File: config.mk
export PLATFORM = sky130hd
export DESIGN_NAME = pdl_top
export DESIGN_NICKNAME = d
export VERILOG_FILES = /design/src/rtl/pdl_pkg.sv /design/src/rtl/pdl_path_if.sv /design/src/rtl/pdl_top.sv /design/src/rtl/pdl_div.sv /design/src/rtl/pdl_dly.sv
export SDC_FILE = /design/constraint.sdc
export NUM_CORES = 1
export LEC_CHECK = 0
export BUFFER_PORTS_ARGS = -buffer_cell sky130_fd_sc_hd__buf_2
export CORE_AREA = 2 2 193 242
export CTS_BUF_LIST = sky130_fd_sc_hd__clkbuf_4 sky130_fd_sc_hd__clkbuf_8
export DETAILED_ROUTE_END_ITERATION = 10
export DIE_AREA = 0 0 195 244
export SETUP_SLACK_MARGIN = 0.02
export SKIP_CTS_REPAIR_TIMING = 1
export SYNTH_ARGS = -nofsm -noshare
export SYNTH_HDL_FRONTEND = slang
export SYNTH_HIERARCHICAL = 1
export SYNTH_SLANG_ARGS = --single-unit
File: constraint.sdc
create_clock -name CORE_CLK_I -period 21.1 [get_ports CORE_CLK_I]
set_clock_uncertainty 0.2 [all_clocks]
set_input_delay 1.055 -clock CORE_CLK_I [delete_from_list [all_inputs] [get_ports CORE_CLK_I]]
set_output_delay 1.055 -clock CORE_CLK_I [all_outputs]
set_load 0.005 [all_outputs]
File: src/rtl/pdl_pkg.sv
// Constants, types and helper functions of the divider sync and lock detect block.
// Function
// - Enabled align pin resets both divider counters.
// - Align pin reset starts disabled.
// - Two enableable delays, three-bit code each.
// - Edge gap under lock threshold counts in-lock.
// - Unlock only beyond the wider unlock threshold.
// - Lock after programmed consecutive in-lock cycles.
// - One cycle beyond unlock threshold drops lock.
// - Window bit, pulse width, count set timing.
// - Lock flag muxed onto three pins.
// - Two analog lock pulse pin modes.
// - Current mode: source when locked, else ground.
// - Momentary unlock discharges pin at once.
// - Pin comparator readable, either polarity.
// - Fixed mode ignores swallow; main one bypasses.
// - Ratio is modulus times main plus swallow.
// - Counter reset bits are not self-clearing.
// - Count field zero needs five cycles.
// - Detector runs only while disable bit clear.
package pdl_pkg;
  // ----------------------------------------------------------------
  // Timing
  // ----------------------------------------------------------------
  localparam int         CLK_NS     = 20;
  localparam int         LKW_HI_NS  = 80;
  localparam int         LKW_LO_NS  = 40;
  localparam logic [7:0] LKW_HI_CYC = 8'((LKW_HI_NS + CLK_NS - 1) / CLK_NS);
  localparam logic [7:0] LKW_LO_CYC = 8'((LKW_LO_NS + CLK_NS - 1) / CLK_NS);
  // ----------------------------------------------------------------
  // Register indices (byte address is four times the index)
  // ----------------------------------------------------------------
  localparam logic [7:0] IDX_RCNT  = 8'h11;
  localparam logic [7:0] IDX_NCNT  = 8'h13;
  localparam logic [7:0] IDX_PSC   = 8'h16;
  localparam logic [7:0] IDX_STSEL = 8'h17;
  localparam logic [7:0] IDX_LKCFG = 8'h18;
  localparam logic [7:0] IDX_SYNC  = 8'h19;
  localparam logic [7:0] IDX_LKPIN = 8'h1A;
  localparam logic [7:0] IDX_RWSEL = 8'h1B;
  localparam logic [7:0] IDX_CTRL  = 8'h1E;
  localparam logic [7:0] IDX_STAT  = 8'h1F;
  localparam logic [7:0] RST_BYTE  = 8'h00;
  // ----------------------------------------------------------------
  // Field positions
  // ----------------------------------------------------------------
  localparam int F_A_LO     = 16;
  localparam int F_CNT_LO   = 5;
  localparam int F_WIN      = 4;
  localparam int F_DIS      = 3;
  localparam int F_PRST_LO  = 6;
  localparam int F_RDLY_LO  = 3;
  localparam int F_NDLY_LO  = 0;
  localparam int F_SHRST    = 0;
  localparam int F_RRST     = 1;
  localparam int F_ABRST    = 2;
  localparam int F_RDEN     = 3;
  localparam int F_NDEN     = 4;
  // ----------------------------------------------------------------
  // Encodings
  // ----------------------------------------------------------------
  localparam logic [5:0] LKM_FLAG   = 6'h00;
  localparam logic [5:0] LKM_NPULSE = 6'h01;
  localparam logic [5:0] LKM_PPULSE = 6'h02;
  localparam logic [5:0] LKM_CSRC   = 6'h04;
  localparam logic [5:0] OSEL_FLAG  = 6'h01;
  localparam logic [5:0] OSEL_CMP   = 6'h02;
  localparam logic [5:0] OSEL_CMPN  = 6'h03;
  localparam logic [5:0] OSEL_FLAGN = 6'h04;
  localparam logic [2:0] PSC_FIX1   = 3'h0;
  localparam logic [2:0] PSC_FIX2   = 3'h1;
  localparam logic [2:0] PSC_FIX3   = 3'h2;
  localparam logic [2:0] PSC_DUAL2  = 3'h3;
  localparam logic [2:0] PSC_DUAL4  = 3'h4;
  localparam logic [2:0] PSC_DUAL8  = 3'h5;
  localparam logic [2:0] PSC_DUAL16 = 3'h6;
  localparam logic [2:0] PSC_DUAL32 = 3'h7;
  localparam logic [7:0] LKN_0      = 8'h05;
  localparam logic [7:0] LKN_1      = 8'h10;
  localparam logic [7:0] LKN_2      = 8'h40;
  localparam logic [7:0] LKN_3      = 8'hFF;

  typedef enum logic [1:0] {LK_IDLE = 2'b01, LK_MEAS = 2'b10} pdl_lk_e;

  // Byte address of a register index.
  function automatic logic [11:0] addr(input logic [7:0] idx);
    addr = {2'b00, idx, 2'b00};
  endfunction

  // Lock threshold in cycles from window bit and antibacklash width.
  function automatic logic [7:0] lk_thr(input logic win, input logic [1:0] abp);
    lk_thr = (win ? LKW_LO_CYC : LKW_HI_CYC) + {6'h00, abp};
  endfunction

  // Status style output select shared by two pins.
  function automatic logic osel(input logic [5:0] s, input logic f, input logic c);
    case (s)
      OSEL_FLAG:  osel = f;
      OSEL_CMP:   osel = c;
      OSEL_CMPN:  osel = ~c;
      OSEL_FLAGN: osel = ~f;
      default:    osel = 1'b0;
    endcase
  endfunction
endpackage

File: src/rtl/pdl_path_if.sv
// Interface carrying one divider path from counter through delay cell.
`timescale 1ns/1ps
`default_nettype none
interface pdl_path_if;
  logic        tick;
  logic        clr;
  logic [18:0] ratio;
  logic        pulse;
  logic        dly_en;
  logic [2:0]  code;
  logic        out;
  modport div (input tick, input clr, input ratio, output pulse);
  modport dly (input pulse, input dly_en, input code, output out);
  modport top (output tick, output clr, output ratio, output dly_en, output code, input out);
endinterface
`default_nettype wire

File: src/rtl/pdl_top.sv
// Divider sync, path delays, digital lock detector and lock pin logic with APB registers.
//
// Design decisions made here: the placing of the registers and the APB interface to the registers.
`timescale 1ns/1ps
`default_nettype none
module pdl_top
  import pdl_pkg::*;
(
  input  wire logic        CORE_CLK_I,
  input  wire logic        SYS_RST_I,
  input  wire logic        PSEL_I,
  input  wire logic        PENABLE_I,
  input  wire logic        PWRITE_I,
  input  wire logic [11:0] PADDR_I,
  input  wire logic [31:0] PWDATA_I,
  output logic      [31:0] PRDATA_O,
  output logic             PREADY_O,
  output logic             PSLVERR_O,
  input  wire logic        REF_TICK_I,
  input  wire logic        FB_TICK_I,
  input  wire logic        DIV_ALIGN_N_I,
  input  wire logic        LOCK_INDICATOR_PIN_I,
  output logic             LOCK_INDICATOR_PIN_O,
  output logic             LOCK_INDICATOR_PIN_OE_O,
  output logic             LOCK_SRC_EN_O,
  output logic             STATUS_PIN_O,
  output logic             REFERENCE_WATCH_PIN_O,
  output logic             PHASE_CMP_REF_O,
  output logic             PHASE_CMP_FB_O
);
  // ----------------------------------------------------------------
  // State
  // ----------------------------------------------------------------
  typedef struct packed {
    logic [2:0]  s_ref;
    logic [2:0]  s_fb;
    logic [1:0]  s_sync;
    logic [1:0]  s_cmp;
    logic [7:0]  r16;
    logic [7:0]  r17;
    logic [7:0]  r18;
    logic [7:0]  r19;
    logic [7:0]  r1a;
    logic [7:0]  r1b;
    logic [7:0]  ctrl;
    logic [13:0] rcnt;
    logic [12:0] bcnt;
    logic [5:0]  acnt;
    logic [31:0] prdata;
    pdl_lk_e     lk;
    logic [7:0]  dcnt;
    logic [7:0]  lcnt;
    logic        flag;
    logic        pin_o;
    logic        pin_oe;
    logic        pin_src;
    logic        st_o;
    logic        rw_o;
  } pdl_st_s;

  pdl_st_s     st_q;
  pdl_st_s     st_d;
  logic        apb_hit;
  logic [31:0] rd_val;
  logic        apb_wr;
  logic        pin_rst;
  logic        det_en;
  logic        done;
  logic [7:0]  diff;
  logic [7:0]  thr_lk;
  logic [7:0]  thr_ul;
  logic [7:0]  need;
  logic        ev_in;
  logic        ev_unl;

  pdl_path_if r_if ();
  pdl_path_if n_if ();

  // Feedback ratio from prescaler mode, swallow and main counts.
  function automatic logic [18:0] n_ratio(input logic [2:0]  psc,
                                          input logic [5:0]  a,
                                          input logic [12:0] b);
    logic [5:0]  p;
    logic [18:0] pb;
    case (psc)
      PSC_FIX1:   p = 6'h01;
      PSC_FIX2:   p = 6'h02;
      PSC_FIX3:   p = 6'h03;
      PSC_DUAL2:  p = 6'h02;
      PSC_DUAL4:  p = 6'h04;
      PSC_DUAL8:  p = 6'h08;
      PSC_DUAL16: p = 6'h10;
      default:    p = 6'h20;
    endcase
    pb = 19'(p) * 19'(b);
    if (b == 13'h0001) begin
      n_ratio = 19'(p);
    end else if (psc >= PSC_DUAL2) begin
      n_ratio = pb + 19'(a);
    end else begin
      n_ratio = pb;
    end
  endfunction

  // ----------------------------------------------------------------
  // Divider paths
  // ----------------------------------------------------------------
  // Align pin reset acts only when its field is nonzero.
  assign pin_rst = (st_q.r19[F_PRST_LO +: 2] != 2'b00) && !st_q.s_sync[1];

  // Synchronised rising edges feed the counters; software bits hold them in reset.
  assign r_if.tick   = st_q.s_ref[1] & ~st_q.s_ref[2];
  assign n_if.tick   = st_q.s_fb[1] & ~st_q.s_fb[2];
  assign r_if.clr    = st_q.ctrl[F_SHRST] | st_q.ctrl[F_RRST] | pin_rst;
  assign n_if.clr    = st_q.ctrl[F_SHRST] | st_q.ctrl[F_ABRST] | pin_rst;
  assign r_if.ratio  = {5'h00, st_q.rcnt};
  // The swallow count and prescaler limits are the configuring party's duty.
  assign n_if.ratio  = n_ratio(st_q.r16[2:0], st_q.acnt, st_q.bcnt);
  assign r_if.dly_en = st_q.ctrl[F_RDEN];
  assign n_if.dly_en = st_q.ctrl[F_NDEN];
  assign r_if.code   = st_q.r19[F_RDLY_LO +: 3];
  assign n_if.code   = st_q.r19[F_NDLY_LO +: 3];

  pdl_div u_rdiv (
    .clk_i (CORE_CLK_I),
    .rst_i (SYS_RST_I),
    .p     (r_if)
  );

  pdl_div u_ndiv (
    .clk_i (CORE_CLK_I),
    .rst_i (SYS_RST_I),
    .p     (n_if)
  );

  pdl_dly u_rdly (
    .clk_i (CORE_CLK_I),
    .rst_i (SYS_RST_I),
    .p     (r_if)
  );

  pdl_dly u_ndly (
    .clk_i (CORE_CLK_I),
    .rst_i (SYS_RST_I),
    .p     (n_if)
  );

  // ----------------------------------------------------------------
  // APB decode
  // ----------------------------------------------------------------
  // Read data and address hit for the current address.
  always_comb begin
    apb_hit = 1'b1;
    case (PADDR_I)
      addr(IDX_RCNT):  rd_val = {18'h00000, st_q.rcnt};
      addr(IDX_NCNT):  rd_val = {10'h000, st_q.acnt, 3'h0, st_q.bcnt};
      addr(IDX_PSC):   rd_val = {24'h000000, st_q.r16};
      addr(IDX_STSEL): rd_val = {24'h000000, st_q.r17};
      addr(IDX_LKCFG): rd_val = {24'h000000, st_q.r18};
      addr(IDX_SYNC):  rd_val = {24'h000000, st_q.r19};
      addr(IDX_LKPIN): rd_val = {24'h000000, st_q.r1a};
      addr(IDX_RWSEL): rd_val = {24'h000000, st_q.r1b};
      addr(IDX_CTRL):  rd_val = {24'h000000, st_q.ctrl};
      addr(IDX_STAT):  rd_val = {29'h00000000, pin_rst, st_q.s_cmp[1], st_q.flag};
      default: begin
        rd_val = 32'h00000000;
        apb_hit = 1'b0;
      end
    endcase
  end

  assign apb_wr    = PSEL_I & PENABLE_I & PWRITE_I & apb_hit;
  assign PREADY_O  = 1'b1;
  assign PSLVERR_O = PSEL_I & PENABLE_I & ~apb_hit;

  // ----------------------------------------------------------------
  // Lock thresholds
  // ----------------------------------------------------------------
  // Thresholds and the required run length follow the window settings.
  always_comb begin
    det_en = ~st_q.r18[F_DIS];
    thr_lk = lk_thr(st_q.r18[F_WIN], st_q.r17[1:0]);
    thr_ul = {thr_lk[6:0], 1'b0};
    case (st_q.r18[F_CNT_LO +: 2])
      2'b00:   need = LKN_0;
      2'b01:   need = LKN_1;
      2'b10:   need = LKN_2;
      default: need = LKN_3;
    endcase
  end

  // ----------------------------------------------------------------
  // Next state
  // ----------------------------------------------------------------
  // Synchronisers, register writes, lock detector and pin drivers.
  always_comb begin
    st_d = st_q;
    done = 1'b0;
    diff = 8'h00;
    st_d.s_ref  = {st_q.s_ref[1:0], REF_TICK_I};
    st_d.s_fb   = {st_q.s_fb[1:0], FB_TICK_I};
    st_d.s_sync = {st_q.s_sync[0], DIV_ALIGN_N_I};
    st_d.s_cmp  = {st_q.s_cmp[0], LOCK_INDICATOR_PIN_I};
    // Read data is captured in the setup cycle.
    if (PSEL_I && !PENABLE_I) begin
      st_d.prdata = rd_val;
    end
    // Writes land at the end of the access phase; reset bits stay as written.
    if (apb_wr) begin
      case (PADDR_I)
        addr(IDX_RCNT):  st_d.rcnt = PWDATA_I[13:0];
        addr(IDX_NCNT): begin
          st_d.bcnt = PWDATA_I[12:0];
          st_d.acnt = PWDATA_I[F_A_LO +: 6];
        end
        addr(IDX_PSC):   st_d.r16 = {5'h00, PWDATA_I[2:0]};
        addr(IDX_STSEL): st_d.r17 = PWDATA_I[7:0];
        addr(IDX_LKCFG): st_d.r18 = {1'b0, PWDATA_I[6:3], 3'h0};
        addr(IDX_SYNC):  st_d.r19 = PWDATA_I[7:0];
        addr(IDX_LKPIN): st_d.r1a = {2'b00, PWDATA_I[5:0]};
        addr(IDX_RWSEL): st_d.r1b = {3'h0, PWDATA_I[4:0]};
        addr(IDX_CTRL):  st_d.ctrl = {3'h0, PWDATA_I[4:0]};
        default: ;
      endcase
    end
    // Measure the gap between the two delayed edges; an overlong gap ends the cycle.
    case (st_q.lk)
      LK_IDLE: begin
        if (r_if.out && n_if.out) begin
          done = 1'b1;
        end else if (r_if.out || n_if.out) begin
          st_d.lk = LK_MEAS;
          st_d.dcnt = 8'h01;
        end
      end
      LK_MEAS: begin
        if (r_if.out || n_if.out || st_q.dcnt > thr_ul) begin
          done = 1'b1;
          diff = st_q.dcnt;
          st_d.lk = LK_IDLE;
        end else begin
          st_d.dcnt = st_q.dcnt + 8'h01;
        end
      end
      default: st_d.lk = LK_IDLE;
    endcase
    ev_in  = det_en && done && diff < thr_lk;
    ev_unl = det_en && done && diff > thr_ul;
    // Consecutive in-lock cycles raise the flag; one wide gap drops it.
    if (ev_in) begin
      if (st_q.lcnt != 8'hFF) begin
        st_d.lcnt = st_q.lcnt + 8'h01;
      end
      if (st_q.lcnt + 8'h01 >= need) begin
        st_d.flag = 1'b1;
      end
    end else if (ev_unl) begin
      st_d.flag = 1'b0;
      st_d.lcnt = 8'h00;
    end else if (done) begin
      st_d.lcnt = 8'h00;
    end
    // A disabled detector sits idle with the flag low.
    if (!det_en) begin
      st_d.lk = LK_IDLE;
      st_d.flag = 1'b0;
      st_d.lcnt = 8'h00;
      st_d.dcnt = 8'h00;
    end
    // Lock indicator pin: flag, two pulse styles or the current source.
    st_d.pin_o = 1'b0;
    st_d.pin_oe = 1'b0;
    st_d.pin_src = 1'b0;
    case (st_q.r1a[5:0])
      LKM_FLAG: begin
        st_d.pin_oe = 1'b1;
        st_d.pin_o = st_q.flag;
      end
      LKM_NPULSE: st_d.pin_oe = (st_q.lk == LK_MEAS);
      LKM_PPULSE: begin
        st_d.pin_oe = (st_q.lk == LK_MEAS);
        st_d.pin_o = 1'b1;
      end
      LKM_CSRC: begin
        st_d.pin_src = st_q.flag;
        st_d.pin_oe = ~st_q.flag;
      end
      default: ;
    endcase
    st_d.st_o = osel(st_q.r17[7:2], st_q.flag, st_q.s_cmp[1]);
    st_d.rw_o = osel({1'b0, st_q.r1b[4:0]}, st_q.flag, st_q.s_cmp[1]);
  end

  // ----------------------------------------------------------------
  // Registers and outputs
  // ----------------------------------------------------------------
  // State register; the align pin idles high so no reset is seen at start.
  always_ff @(posedge CORE_CLK_I) begin
    if (SYS_RST_I) begin
      st_q <= '0;
      st_q.lk <= LK_IDLE;
      st_q.s_sync <= 2'b11;
    end else begin
      st_q <= st_d;
    end
  end

  assign PRDATA_O                = st_q.prdata;
  assign LOCK_INDICATOR_PIN_O    = st_q.pin_o;
  assign LOCK_INDICATOR_PIN_OE_O = st_q.pin_oe;
  assign LOCK_SRC_EN_O           = st_q.pin_src;
  assign STATUS_PIN_O            = st_q.st_o;
  assign REFERENCE_WATCH_PIN_O   = st_q.rw_o;
  assign PHASE_CMP_REF_O         = r_if.out;
  assign PHASE_CMP_FB_O          = n_if.out;

  // ----------------------------------------------------------------
  // Checks
  // ----------------------------------------------------------------
  AST_PIN_RST: assert property (@(posedge CORE_CLK_I) disable iff (SYS_RST_I)
    (st_q.r19[F_PRST_LO +: 2] != 2'b00 && !st_q.s_sync[1]) |-> (r_if.clr && n_if.clr))
    else $error("align pin did not clear counters");
  AST_PIN_DEF: assert property (@(posedge CORE_CLK_I)
    $fell(SYS_RST_I) |-> (st_q.r19 == RST_BYTE && !pin_rst))
    else $error("align pin reset enabled after reset");
  AST_LOCK_RISE: assert property (@(posedge CORE_CLK_I) disable iff (SYS_RST_I)
    $rose(st_q.flag) |-> $past(ev_in && st_q.lcnt + 8'h01 >= need))
    else $error("lock flag rose without enough in-lock cycles");
  AST_FIVE: assert property (@(posedge CORE_CLK_I) disable iff (SYS_RST_I)
    ($rose(st_q.flag) && $past(st_q.r18[F_CNT_LO +: 2]) == 2'b00) |-> $past(st_q.lcnt) == 8'h04)
    else $error("count field zero did not need five cycles");
  AST_HOLD: assert property (@(posedge CORE_CLK_I) disable iff (SYS_RST_I)
    (st_q.flag && det_en && !ev_unl) |=> st_q.flag)
    else $error("lock flag dropped without a wide gap");
  AST_DROP: assert property (@(posedge CORE_CLK_I) disable iff (SYS_RST_I)
    $fell(st_q.flag) |-> $past(ev_unl || !det_en))
    else $error("lock flag fell inside the unlock window");
  AST_DIS: assert property (@(posedge CORE_CLK_I) disable iff (SYS_RST_I)
    st_q.r18[F_DIS] |=> (!st_q.flag && st_q.lk == LK_IDLE))
    else $error("disabled detector still active");
  AST_CSRC: assert property (@(posedge CORE_CLK_I) disable iff (SYS_RST_I)
    (st_q.r1a[5:0] == LKM_CSRC && !st_q.flag) |=> (st_q.pin_oe && !st_q.pin_o && !st_q.pin_src))
    else $error("pin not grounded while unlocked");
  AST_MUX: assert property (@(posedge CORE_CLK_I) disable iff (SYS_RST_I)
    (st_q.r17[7:2] == OSEL_FLAG) |=> (STATUS_PIN_O == $past(st_q.flag)))
    else $error("status pin does not follow lock flag");
  AST_CMP_N: assert property (@(posedge CORE_CLK_I) disable iff (SYS_RST_I)
    ({1'b0, st_q.r1b[4:0]} == OSEL_CMPN) |=> (REFERENCE_WATCH_PIN_O == !$past(st_q.s_cmp[1])))
    else $error("watch pin not inverted comparator");
  AST_CTRL_KEEP: assert property (@(posedge CORE_CLK_I) disable iff (SYS_RST_I)
    (st_q.ctrl[F_SHRST] && !(apb_wr && PADDR_I == addr(IDX_CTRL))) |=> st_q.ctrl[F_SHRST])
    else $error("counter reset bit cleared itself");
endmodule // pdl_top
`default_nettype wire

File: src/rtl/pdl_div.sv
// Programmable counter that emits one pulse per ratio input ticks.
`timescale 1ns/1ps
`default_nettype none
module pdl_div
  import pdl_pkg::*;
(
  input wire logic clk_i,
  input wire logic rst_i,
  pdl_path_if.div  p
);
  typedef struct packed {
    logic [18:0] cnt;
    logic        pulse;
  } pdl_div_s;
  pdl_div_s q;
  pdl_div_s d;

  // Count ticks, wrap at the ratio, hold at zero while cleared.
  always_comb begin
    d = q;
    d.pulse = 1'b0;
    if (p.clr) begin
      d.cnt = 19'h00000;
    end else if (p.tick) begin
      if ({1'b0, q.cnt} + 20'h00001 >= {1'b0, p.ratio}) begin
        d.cnt = 19'h00000;
        d.pulse = 1'b1;
      end else begin
        d.cnt = q.cnt + 19'h00001;
      end
    end
  end

  // State register.
  always_ff @(posedge clk_i) begin
    if (rst_i) begin
      q <= '0;
    end else begin
      q <= d;
    end
  end

  assign p.pulse = q.pulse;

  AST_DIV_HOLD: assert property (@(posedge clk_i) disable iff (rst_i)
    p.clr |=> (!p.pulse && q.cnt == 19'h00000)) else $error("divider runs while cleared");
endmodule // pdl_div
`default_nettype wire

File: src/rtl/pdl_dly.sv
// Delay cell that retards divider pulses by one cycle more than a three-bit code.
`timescale 1ns/1ps
`default_nettype none
module pdl_dly
  import pdl_pkg::*;
(
  input wire logic clk_i,
  input wire logic rst_i,
  pdl_path_if.dly  p
);
  typedef struct packed {
    logic [7:0] sh;
    logic       out;
  } pdl_dly_s;
  pdl_dly_s q;
  pdl_dly_s d;

  // Shift the pulse along and tap it at the coded position.
  always_comb begin
    d = q;
    d.sh = {q.sh[6:0], p.pulse};
    d.out = p.dly_en ? d.sh[p.code] : p.pulse;
  end

  // State register.
  always_ff @(posedge clk_i) begin
    if (rst_i) begin
      q <= '0;
    end else begin
      q <= d;
    end
  end

  assign p.out = q.out;

  AST_DLY_OFF: assert property (@(posedge clk_i) disable iff (rst_i)
    (!p.dly_en && p.pulse) |=> p.out) else $error("undelayed pulse lost");
  AST_DLY_TWO: assert property (@(posedge clk_i) disable iff (rst_i)
    (p.dly_en && p.code == 3'h2 && p.pulse) ##1 (p.dly_en && p.code == 3'h2) [*2]
    |=> p.out) else $error("delay code two not three cycles");
endmodule // pdl_dly
`default_nettype wire

==> run summary <==
Status: finished, final reports clean
Post-synthesis xor/xnor area fraction: 3.97%
MaxCap Viol Count: 0
Worst-path maximum fanout: 14
CP max stage cell: nor2_1
Hpwl dp: 26.5 mm
Vias/cell: 5.06
Drt first pass iters: 5
Post-synth EDFFs: 0
Synth-to-layout area growth: 7.83%
Synth async-reset ratio: 0%
Psw: 196 uW
Delay-heaviest family, CP: simple AND/OR/NAND/NOR gates
Compound-gate portion of the synthesized area: 15.5%
Root Driver: clkbuf_8
Die W: 195 um
Drt total wl: 34.5 mm
Routability congestion estimate: 0.837
Reg2reg start: st_q[139]
DRC Markers: 0
Number of H-tree levels: 4
Antenna viol nets, final: 0
Hold_sp: st_d[148]
Die Y: 244 um
Dpl cell area: 14000 um^2
Mapped Area: 13400 um^2
Lkg Pwr: 5.86 nW
Setup violations, final: 0
CTS tree: done
Global-route wire length before repair: 56.4 mm
Worst-skew pair later-pin latency: 520 ps
Gr ovfl total: 0
Unrepaired setup endpoints after global routing: no
WP buf/inv: 3
Initial Util: 29.7%
Fin crit period: 8200 ps
Max incr delay on CP: 750 ps
Post-synthesis simple-gate area fraction: 25.4%
Iter 0 DRT Violations: 635
CTS clock-pin slew for the worst setup and hold paths: 120 ps
Sequential cell area fraction in the yosys report: 27.2%
Comb power frac: 7.4%
CTS buffer count: 17
CP endpoint kind: flip-flop
Post-synth top flop: dfxtp_1
WL per Instance: 15.3 um
Cell variety after synth: 78
WS Path Type: flip-flop to flip-flop
R2R cell count: 25
Share of post-route cells with drive strength above 1: 9.99%
Ports: 94
Power Density: 45.1 nW/um^2
Die area: 47600 um^2
# rows: 87
Vias: 11380
Switching share of power: 30.1%
R2R setup slack: 12900 ps
Initial antenna violation count: 3
Clock share of power: 38.6%
Final Hold Fails: 0
Relative max-transition margin: 17.8%
Syn Area/Cell: 8.12 um^2
Worst Hold Margin: 223 ps
Final Util: 32.1%
Mux cell area share after synthesis: 3.19%
Worst Hold Depth: 1
WHS Endpoint: st_q[148]
Hold Crit Class: flip-flop to flip-flop
Maximum clock path buffer count: 2
Internal: 456 uW
Startpoint types: flip-flop
Combinational family with the most area after synthesis: simple AND/OR/NAND/NOR gates
Count of final max-slew check failures: 0
Port Buffer Count: 68
Critical Path AT: 8450 ps
Fmax: 0.122 GHz
Clk sink count: 182
Fin nets: 1858
Yosys warns: 6
Adder-Cell Fraction of Synth Area: 16.3%
Largest net degree at the start of global routing: 65
Period Utilization, post-route: 38.9%
Sequential power share: 53.9%
Sum Neg Setup Slack: 0 ps
FF-to-FF End: u_ndiv/q[3]
Number of global-route vias before repair: 11149
Total global-route track usage: 14.6%
Final Cell Area: 14500 um^2
Maximum VDD drop: 0.0391 mV
Synth Register Bits: 182
Syn Inst Count: 1650
Core area: 45100 um^2
Worst Path Required: 21350 ps
Worst-Margin Slew: 1230 ps
==> cells in the mapped netlist, types with 13 or more instances <==
library cell / instances / area share, %
and3_1: 21 / 0.98
o22ai_1: 14 / 0.65
nand4_1: 30 / 1.4
nor2_1: 118 / 3.3
nand3_1: 71 / 2.7
nor4_1: 13 / 0.61
and2_1: 77 / 3.6
o21ai_0: 35 / 1.3
buf_4: 36 / 2.0
nor3_1: 19 / 0.71
ha_1: 100 / 9.3
a21o_1: 21 / 1.2
dfxtp_1: 182 / 27
fa_1: 46 / 6.9
a31oi_1: 28 / 1.3
nor2b_1: 35 / 1.6
inv_1: 151 / 4.2
clkbuf_1: 48 / 1.3
xnor2_1: 34 / 2.2
a21oi_1: 122 / 4.6
mux2i_1: 27 / 2.0
xor2_1: 23 / 1.5
nand2_1: 196 / 5.5
==> power by group through the flow <==
stage	clock network [mW]	registers [mW]	logic [mW]
floorplan	0	0.358	0.0372
global placement	0	0.359	0.0477
detailed placement	0	0.360	0.0484
CTS	0.263	0.352	0.0486
global route	0.273	0.353	0.0542
finish	0.252	0.352	0.0486
==> state kept, by name, indices dropped and copies added, names as in the netlist, 3 cells and up <==
signal	flops
st_q	73
PRDATA_O	20
u_ndiv/q	19
u_rdiv/q	19
r_if.ratio	14
u_ndly/d	7
u_rdly/d	7
st_d	6
n_if.code	3
r_if.code	3
==> logic make-up after synthesis <==
| kind of cell | count (synthesis) |
|---|---|
| XOR/XNOR | 59 |
| flip-flops | 182 |
| other | 2 |
| AND/OR/NAND/NOR | 659 |
| buffers and inverters | 252 |
| adder cells (fa/ha/maj) | 147 |
| multiplexers | 39 |
| AO/OA/AOI/OAI | 310 |
==> stage by stage <==
| stage | setup WS, ps | power (mW) | cells |
|---|---|---|---|
| global placement | 13170 | 0.407 | 2218 |
| finish | 12900 | 0.652 | 2251 |
| global route | 12330 | 0.680 | 2251 |
| floorplan | 14250 | 0.395 | 1666 |
| CTS | 12960 | 0.663 | 2250 |
| detailed placement | 13020 | 0.408 | 2218 |
==> worst register-to-register path, stage by stage (launching register included) <==
cell and delay [ps]:
dfxtp_1 500, nand2_1 90, nor2_1 750, and2_1 250
fa_1 440, fa_1 540, inv_1 50, fa_1 520
inv_1 40, ha_1 340, a21oi_1 330, o211ai_2 180
a2111oi_1 490, nor3_2 110, xor2_2 210, nand4_1 160
or4_1 520, a21oi_1 160, inv_1 70, ha_1 330
and3_1 190, a221oi_2 330, nand2_2 180, nor3_2 750
a31oi_1 200, o22ai_1 190
==> metal layers <==
metal	global-route usage [%]	up-vias	wire, um
met3	1.99	38	903
li1	-	5663	-
met1	17.0	5496	15000
met5	0	-	0
met2	27.4	183	18000
met4	4.65	0	667
==> layout by cell type, fill, tap and decap left out, types with 6 or more instances in the layout <==
cell      count
nand2_1     196
dfxtp_1     182
inv_1       151
a21oi_1     122
nor2_1      118
ha_1        100
and2_1       77
nand3_1      71
buf_2        67
fa_1         46
o21ai_0      35
xnor2_1      34
nor2b_1      34
nand4_1      30
a31oi_1      28
mux2i_1      27
xor2_1       23
and3_1       21
a21o_1       21
nor3_1       19
conb_1       18
clkbuf_8     17
o22ai_1      14
nand2b_1     12
nor4_1       12
a22oi_1      12
nand4b_1     10
mux2_2       10
a221oi_1      9
o21a_1        8
and4_1        8
a222oi_1      8
buf_4         8
nand3b_1      7
nor4_2        6
a311oi_1      6
==> cell type report <==
class,count,area (um^2)
diodes,1,2.50
clock buffers,17,234
clock inverters,15,181
fillers,4827,30600
inverters,151,567
multi-input cells,1232,8710
flip-flops and latches,182,3640
well taps,578,723
repair buffers,75,395
==> worst max-delay path by stage <==
stage | endpoint | cells past startpoint | start | slack [ps]
2_1_floorplan | u_ndiv/q[12] | 26 | st_q[139] | 14250
3_3_place_gp | u_ndiv/q[3] | 25 | st_q[139] | 13170
3_5_place_dp | u_ndiv/q[19] | 25 | st_q[139] | 13020
4_1_cts | u_ndiv/q[3] | 25 | st_q[139] | 12960
5_1_grt | u_ndiv/q[4] | 25 | st_q[139] | 12330
6_report | u_ndiv/q[3] | 25 | st_q[139] | 12900
(Power assumes the default switching activity.)
